[config.mk]
export PLATFORM = sky130hd
export DESIGN_NAME = ndc_ctrl
export DESIGN_NICKNAME = d
export VERILOG_FILES = /design/src/logic/ndc_pkg.sv /design/src/logic/ndc_mem.sv /design/src/logic/ndc_ctrl.sv
export SDC_FILE = /design/constraint.sdc
export NUM_CORES = 2
export LEC_CHECK = 0
export BUFFER_PORTS_ARGS = -buffer_cell sky130_fd_sc_hd__buf_2
export CORE_MARGIN = 2
export CORE_UTILIZATION = 55
export DETAILED_ROUTE_END_ITERATION = 8
export PLACE_DENSITY = 0.71
export RECOVER_POWER = 100
export SYNTH_ARGS = -nofsm -noshare
export SYNTH_HDL_FRONTEND = slang
export SYNTH_SLANG_ARGS = --single-unit
export TNS_END_PERCENT = 100
[constraint.sdc]
create_clock -name i_mclk -period 7.1 [get_ports i_mclk]
set_input_delay 2.13 -clock i_mclk [delete_from_list [all_inputs] [get_ports i_mclk]]
set_output_delay 2.13 -clock i_mclk [all_outputs]
set_load 0.01 [all_outputs]
[src/logic/ndc_pkg.sv]
// package: constants, types and field layout for the data nonvolatile access block
package ndc_pkg;
  // memory geometry
  localparam int unsigned NDC_ADDR_W    = 8;
  localparam int unsigned NDC_DATA_W    = 8;
  localparam int unsigned NDC_DEPTH     = 256;
  // control register field positions
  localparam int unsigned NDC_BIT_PGM   = 7;  // program_memory_select
  localparam int unsigned NDC_BIT_CFG   = 6;  // config_space_select
  localparam int unsigned NDC_BIT_WEN   = 2;  // write_enable
  localparam int unsigned NDC_BIT_WR    = 1;  // write request / busy
  localparam int unsigned NDC_BIT_RD    = 0;  // read request
  // unlock key bytes
  localparam logic [7:0]  NDC_KEY1      = 8'h55;
  localparam logic [7:0]  NDC_KEY2      = 8'hAA;
  // reset values
  localparam logic [7:0]  NDC_CTRL_RST  = 8'h00;
  localparam logic [7:0]  NDC_ADDR_RST  = 8'h00;
  localparam logic [7:0]  NDC_DATA_RST  = 8'h00;
  // self-timed write duration
  localparam int unsigned NDC_WRITE_US  = 4;
  localparam int unsigned NDC_CLK_MHZ   = 250;
  localparam int unsigned NDC_WRITE_CYC = NDC_WRITE_US * NDC_CLK_MHZ;
  localparam int unsigned NDC_CNT_W     = 16;
  // unlock progress
  typedef enum logic [1:0] {NDC_LK_IDLE, NDC_LK_KEY1, NDC_LK_ARMED} ndc_lock_t;
  // software write strobes with data
  typedef struct packed {
    logic       addr_we;   // write the address register
    logic       data_we;   // write the data register
    logic       ctrl_we;   // write the control register
    logic       unlock_we; // write the unlock register
    logic [7:0] wdata;     // byte written
  } ndc_sw_t;
endpackage

[src/logic/ndc_mem.sv]
// byte memory with registered read data
`timescale 1ns/100ps
module ndc_mem (
  input  wire logic                          i_mclk,
  input  wire logic                          i_we,
  input  wire logic [ndc_pkg::NDC_ADDR_W-1:0] i_waddr,
  input  wire logic [ndc_pkg::NDC_DATA_W-1:0] i_wdata,
  input  wire logic                          i_re,
  input  wire logic [ndc_pkg::NDC_ADDR_W-1:0] i_raddr,
  output logic      [ndc_pkg::NDC_DATA_W-1:0] o_rdata
);
  import ndc_pkg::*;
  // storage array, contents undefined at power-up
  logic [NDC_DATA_W-1:0] mem_reg [NDC_DEPTH];

  // write port
  always_ff @(posedge i_mclk) begin
    if (i_we) begin
      mem_reg[i_waddr] <= i_wdata;
    end
  end

  // registered read port
  always_ff @(posedge i_mclk) begin
    if (i_re) begin
      o_rdata <= mem_reg[i_raddr];
    end
  end
endmodule // ndc_mem

[src/logic/ndc_ctrl.sv]
// access control for the on-chip data nonvolatile byte memory
//
// Contract
// - read byte ready for next instruction
// - data holds until next read or write
// - write needs 55h, AAh, then write bit
// - write bit refused unless write enable set
// - write enable and write together start nothing
// - hardware never clears write enable
// - registers frozen while write runs
// - completion clears write bit, sets flag
// - hardware never clears complete flag
//
// timing notes
// - each readback output lags its internal register by one clock
// - a read lands in the data register one clock after its strobe is taken
// - a write holds the busy bit for WRITE_CYC clocks; the memory takes
//   the byte and the complete flag rises as the last of them ends
// - a key byte of 55h always restarts the unlock order, so a doubled
//   first key does not lock software out
// - reads and writes share the address register
// - the complete flag is lowered only by i_flag_clr
`timescale 1ns/100ps
module ndc_ctrl #(
  parameter int unsigned WRITE_CYC = ndc_pkg::NDC_WRITE_CYC  // write duration in cycles
) (
  input  wire logic            i_mclk,
  input  wire logic            i_rst,
  input  wire ndc_pkg::ndc_sw_t i_sw,                  // software register writes
  input  wire logic            i_flag_clr,             // software clears the complete flag
  output logic      [7:0]      o_nvm_address_reg,      // address register readback
  output logic      [7:0]      o_nvm_data_reg,         // data register readback
  output logic      [7:0]      o_nvm_control_reg,      // control register readback
  output logic                 o_write_complete_flag   // sticky write-done flag
);
  import ndc_pkg::*;

  logic [7:0]           addr_reg;   // address register
  logic [7:0]           data_reg;   // data register
  logic                 pgm_reg;    // program_memory_select
  logic                 cfg_reg;    // config_space_select
  logic                 wen_reg;    // write_enable
  logic                 wr_reg;     // write busy
  logic                 rd_pend;    // read captured, data lands next cycle
  logic                 flag_reg;   // write complete flag
  ndc_lock_t            lock_reg;   // unlock progress
  logic [NDC_CNT_W-1:0] cnt_reg;    // write timer
  logic [7:0]           mem_rdata;  // memory read data
  logic                 rd_go;      // read request accepted
  logic                 wr_go;      // write start accepted
  logic                 wr_done;    // timer expiry
  logic                 data_space; // data memory selected

  // data memory is selected when both select bits are clear
  assign data_space = !pgm_reg && !cfg_reg;

  assign rd_go = i_sw.ctrl_we && i_sw.wdata[NDC_BIT_RD] && !wr_reg
                 && !i_sw.wdata[NDC_BIT_PGM] && !i_sw.wdata[NDC_BIT_CFG];

  assign wr_go = i_sw.ctrl_we && i_sw.wdata[NDC_BIT_WR] && !wr_reg && wen_reg
                 && (lock_reg == NDC_LK_ARMED) && data_space;

  assign wr_done = wr_reg && (cnt_reg == NDC_CNT_W'(WRITE_CYC - 1));

  // memory, written at the end of the timed cycle
  // both ports use the address register, which is frozen while busy
  ndc_mem u_mem (
    .i_mclk  (i_mclk),
    .i_we    (wr_done),
    .i_waddr (addr_reg),
    .i_wdata (data_reg),
    .i_re    (rd_go),
    .i_raddr (addr_reg),
    .o_rdata (mem_rdata)
  );

  // address register
  always_ff @(posedge i_mclk or posedge i_rst) begin
    if (i_rst) begin
      addr_reg <= NDC_ADDR_RST;
    end else if (i_sw.addr_we && !wr_reg) begin
      addr_reg <= i_sw.wdata;
    end
  end

  // read pending marker
  always_ff @(posedge i_mclk or posedge i_rst) begin
    if (i_rst) begin
      rd_pend <= 1'b0;
    end else begin
      rd_pend <= rd_go;
    end
  end

  // data register
  always_ff @(posedge i_mclk or posedge i_rst) begin
    if (i_rst) begin
      data_reg <= NDC_DATA_RST;
    // load read byte
    // a read issued with the write-start strobe is dropped to keep the byte
    end else if (rd_pend && !wr_reg) begin
      data_reg <= mem_rdata;
    end else if (i_sw.data_we && !wr_reg) begin
      data_reg <= i_sw.wdata;
    end
  end

  // control bits written by software
  always_ff @(posedge i_mclk or posedge i_rst) begin
    if (i_rst) begin
      pgm_reg <= NDC_CTRL_RST[NDC_BIT_PGM];
      cfg_reg <= NDC_CTRL_RST[NDC_BIT_CFG];
      wen_reg <= NDC_CTRL_RST[NDC_BIT_WEN];
    end else if (i_sw.ctrl_we && !wr_reg) begin
      pgm_reg <= i_sw.wdata[NDC_BIT_PGM];
      cfg_reg <= i_sw.wdata[NDC_BIT_CFG];
      // wr_go reads the enable held before this write
      wen_reg <= i_sw.wdata[NDC_BIT_WEN];
    end
  end

  // unlock sequencer: any other register write breaks the order
  always_ff @(posedge i_mclk or posedge i_rst) begin
    if (i_rst) begin
      lock_reg <= NDC_LK_IDLE;
    end else begin
      case (lock_reg)
        NDC_LK_IDLE: begin
          if (i_sw.unlock_we && i_sw.wdata == NDC_KEY1) begin
            // first key seen
            lock_reg <= NDC_LK_KEY1;
          end
        end
        NDC_LK_KEY1: begin
          if (i_sw.unlock_we && i_sw.wdata == NDC_KEY2) begin
            // second key completes the unlock
            lock_reg <= NDC_LK_ARMED;
          end else if (i_sw.unlock_we && i_sw.wdata == NDC_KEY1) begin
            // repeated first key keeps waiting for the second
            lock_reg <= NDC_LK_KEY1;
          end else if (i_sw.unlock_we || i_sw.addr_we || i_sw.data_we || i_sw.ctrl_we) begin
            // wrong key or any other register write breaks the order
            lock_reg <= NDC_LK_IDLE;
          end
        end
        NDC_LK_ARMED: begin
          // consumed by the next register write of any kind
          if (i_sw.unlock_we && i_sw.wdata == NDC_KEY1) begin
            // a fresh first key starts a new sequence
            lock_reg <= NDC_LK_KEY1;
          end else if (i_sw.unlock_we || i_sw.addr_we || i_sw.data_we || i_sw.ctrl_we) begin
            lock_reg <= NDC_LK_IDLE;
          end
        end
        default: begin
          lock_reg <= NDC_LK_IDLE;
        end
      endcase
    end
  end

  // write busy bit and timer
  // the timer runs 0 to WRITE_CYC-1; the last count ends the write
  always_ff @(posedge i_mclk or posedge i_rst) begin
    if (i_rst) begin
      wr_reg  <= 1'b0;
      cnt_reg <= '0;
    end else if (wr_go) begin
      wr_reg  <= 1'b1;
      cnt_reg <= '0;
    end else if (wr_done) begin
      wr_reg  <= 1'b0;
      cnt_reg <= '0;
    end else if (wr_reg) begin
      cnt_reg <= cnt_reg + NDC_CNT_W'(1);
    end
  end

  // sticky completion flag, set wins over clear
  // a clear in the completion clock is lost, software must clear again
  always_ff @(posedge i_mclk or posedge i_rst) begin
    if (i_rst) begin
      flag_reg <= 1'b0;
    end else if (wr_done) begin
      flag_reg <= 1'b1;
    end else if (i_flag_clr) begin
      flag_reg <= 1'b0;
    end
  end

  // registered readback outputs
  // control byte: selects, enable and busy; the read request reads as 0
  always_ff @(posedge i_mclk or posedge i_rst) begin
    if (i_rst) begin
      o_nvm_address_reg     <= NDC_ADDR_RST;
      o_nvm_data_reg        <= NDC_DATA_RST;
      o_nvm_control_reg     <= NDC_CTRL_RST;
      o_write_complete_flag <= 1'b0;
    end else begin
      o_nvm_address_reg     <= addr_reg;
      o_nvm_data_reg        <= data_reg;
      o_nvm_control_reg     <= {pgm_reg, cfg_reg, 3'h0, wen_reg, wr_reg, 1'b0};
      o_write_complete_flag <= flag_reg;
    end
  end
endmodule // ndc_ctrl

==> flow_metrics.tcl <==
set metrics [dict create \
    outcome "complete, but fails checks" \
    violations "max-capacitance violations, max-slew violations" \
    use_met1_pct 37.5 \
    grt_usage_pct 25.3 \
    clock_sinks 2117 \
    ioPinCount 40 \
    synth_top_area_share_pct 76.3 \
    synthFlopType "edfxtp_1" \
    yosys.area.top_type "edfxtp_1" \
    start_util_pct 55.4 \
    clk_pin_slew_ns 0.06 \
    yosysUniqueCellTypes 47 \
    required_ns 7.54 \
    overflow 0 \
    post-route-period-util_pct 83.7 \
    syn_area_per_cell_sq_um 21.6 \
    ys_async_sr_fraction_pct 2.88 \
    htreeDepth 4 \
    io_buffers 35 \
    drt-total-wl_mm 189 \
    clock-root-buffer "clkbuf_16" \
    synth.top_cells.by_count "edfxtp_1 (2,056), mux4_2 (512), a22oi_1 (264)" \
    placed_area_sq_um 83300 \
    path_class "flop to flop" \
    drcViolationCount 0 \
    antenna_found_initial 6 \
    critPathArrivalTime_ns 6.39 \
    vias 39500 \
    largest_reg_flops 2048 \
    fin_hold_ws_ns 0.395 \
    row_count 140 \
    cts_made_buffers 199 \
    yosysMostFrequentCell "edfxtp_1" \
    synth_edf_count 2056 \
    setup_viol 0 \
    postCtsResizedCells 0 \
    syn_inst 3744 \
    fin_skew_ns 0.0335 \
    hold_class "flop to flop" \
    drv_slew 1622 \
    ys_ff_latch 2117 \
    min_from "cfg_reg$_DFFE_PP0P_" \
    viasPerCell 6.70 \
    ys_seq_area_share_pct 78.2 \
    rsz0062_at_grt "no" \
    tightest_slew_ns 5.70 \
    grt_pass1_wl_mm 275 \
    drive_gt1_share_pct 22.2 \
    start_kind "flop" \
    ant_nets 0 \
    syn_to_final_growth_pct 10.6 \
    cp-end-kind "flop" \
    fmaxAchievable_mhz 168 \
    post_cts_buffers 0 \
    p_leak_nw 24.7 \
    gp_congestion 0.835 \
    hold_violations 0 \
    wl_per_cell_um 32.0 \
    use_met2_pct 37.5 \
    grt_busiest_layer "met2" \
    nets 3836 \
    crit_path_start "addr_reg[1]$_DFFE_PP0P_" \
    cap_violations 27 \
    min_period_ns 5.95 \
    clock_latency_ns 0.84 \
    worstReg2RegStart "addr_reg[1]$_DFFE_PP0P_" \
    finalSetupTns_ns 0 \
    dr.pass1.iters 5 \
    fp.dieW_um 388 \
    p_per_area_nw_per_um2 282 \
    die_h_um 388 \
    drt_iter0_drc 5332 \
    vdd_drop_max_v 0.000282 \
    grt_pass1_vias 39100 \
    grt_use_met3_pct 5.91 \
    final_cell_area_sq_um 89500 \
    cp_max_fo 80 \
    relSlewSlack_pct -280 \
    ctsLongestPathBuffers 3 \
    grt_max_degree 259 \
    yosys_warnings 0 \
    synth_area_sq_um 80900 \
    ys_top_cells_by_area "edfxtp_1 (76%), mux4_2 (14%), a22oi_1 (2.4%)" \
    dp.final_hpwl_mm 105 \
    dieArea_sq_um 150000 \
    fp.coreArea_sq_um 146000 \
    cts_tree "yes" \
    hold_buffers 0 \
]
-- per-layer routing --
layer  up-vias  wire length [um]
met5         -                27
met4         4              6210
met3       361             20700
met2      2477             87700
met1     20800             74400
li1      15900                 -
-- worst paths after layout --
| check | cells past startpoint | end | slack [ns] |
|---|---|---|---|
| hold reg to reg | 0 | o_nvm_control_reg[6]$_DFF_PP0_ | 0.40 |
| hold / removal | 0 | o_nvm_control_reg[6]$_DFF_PP0_ | 0.40 |
| setup reg to reg | 4 | u_mem.mem_reg[199][1]$_DFFE_PP_ | 1.15 |
| max in group asynchronous | 3 | addr_reg[0]$_DFFE_PP0P_ | 2.22 |
| min in group asynchronous | 3 | o_nvm_data_reg[3]$_DFF_PP0_ | 2.57 |
| setup / recovery | 4 | u_mem.mem_reg[199][1]$_DFFE_PP_ | 1.15 |
-- worst max-delay path, cell delays in order, from the launching register on --
cell,delay (ns)
dfrtp_1,2.00
buf_12,0.45
and4_1,0.37
nand2_1,1.41
nor2_1,1.27
-- area by class of cell --
class / instances / area (sq um)
multi-input combinational: 1388 / 16600
tap: 1917 / 2400
fill: 9783 / 56500
clock inverter: 116 / 1060
clock buffer: 247 / 5300
timing repair buffer: 109 / 798
inverter: 5 / 18.8
sequential: 2117 / 63300
antenna: 3 / 7.51
-- placed cells by master, fill, tap and decap left out, types with 5 or more instances in the layout --
| cell | n |
|---|---|
| inv_1 | 5 |
| a21o_1 | 5 |
| clkbuf_16 | 204 |
| bufinv_16 | 18 |
| nand2_2 | 5 |
| o41ai_1 | 28 |
| edfxtp_1 | 2056 |
| a22oi_1 | 264 |
| dfrtp_1 | 59 |
| nor2_1 | 266 |
| clkinv_2 | 29 |
| buf_2 | 9 |
| nor3_1 | 5 |
| clkinvlp_4 | 7 |
| mux2i_1 | 6 |
| buf_12 | 13 |
| nand2_1 | 48 |
| clkinv_1 | 52 |
| o21ai_0 | 16 |
| nor2b_1 | 6 |
| mux4_2 | 512 |
| a22o_1 | 5 |
| buf_4 | 41 |
| clkbuf_2 | 10 |
| mux2_2 | 10 |
| clkbuf_1 | 76 |
| nor4_1 | 6 |
| nand4_1 | 14 |
| a21oi_1 | 136 |
| nand3_1 | 13 |
-- where the power goes --
part / leakage, nW / switching [mW] / internal [mW] / total, mW
clock: 3.09 / 4.52 / 5.92 / 10.4
combinational: 4.76 / 0.655 / 0.366 / 1.02
sequential: 16.9 / 0.0741 / 13.7 / 13.8
total: 24.7 / 5.25 / 20.0 / 25.3
-- kinds of logic (layout without fill, tap and decap cells) --
kind of cell / Yosys count / after routing / synth area share [%]
flip-flops: 2117 / 2117 / 78.2
multiplexers: 528 / 528 / 14.5
AO/OA/AOI/OAI: 463 / 463 / 3.88
AND/OR/NAND/NOR: 389 / 389 / 2.11
buffers and inverters: 242 / 477 / 1.29
XOR/XNOR: 3 / 3 / 0.0325
adder cells (fa/ha/maj): 1 / 1 / 0.0155
other: 1 / 7 / 0.00464
-- through the flow --
step                total power [mW]  utilization (%)  instances  worst slack, ns
floorplan                       14.7                -       3747             3.10
global placement                15.1             57.1       5531             1.99
detailed placement              15.1             57.1       5535             2.33
CTS                             25.4             61.5       5898             2.37
global route                    25.9             61.3       5900             1.07
finish                          25.3             61.3       5902             1.15
No activity file was read; power rests on OpenSTA's default activity.
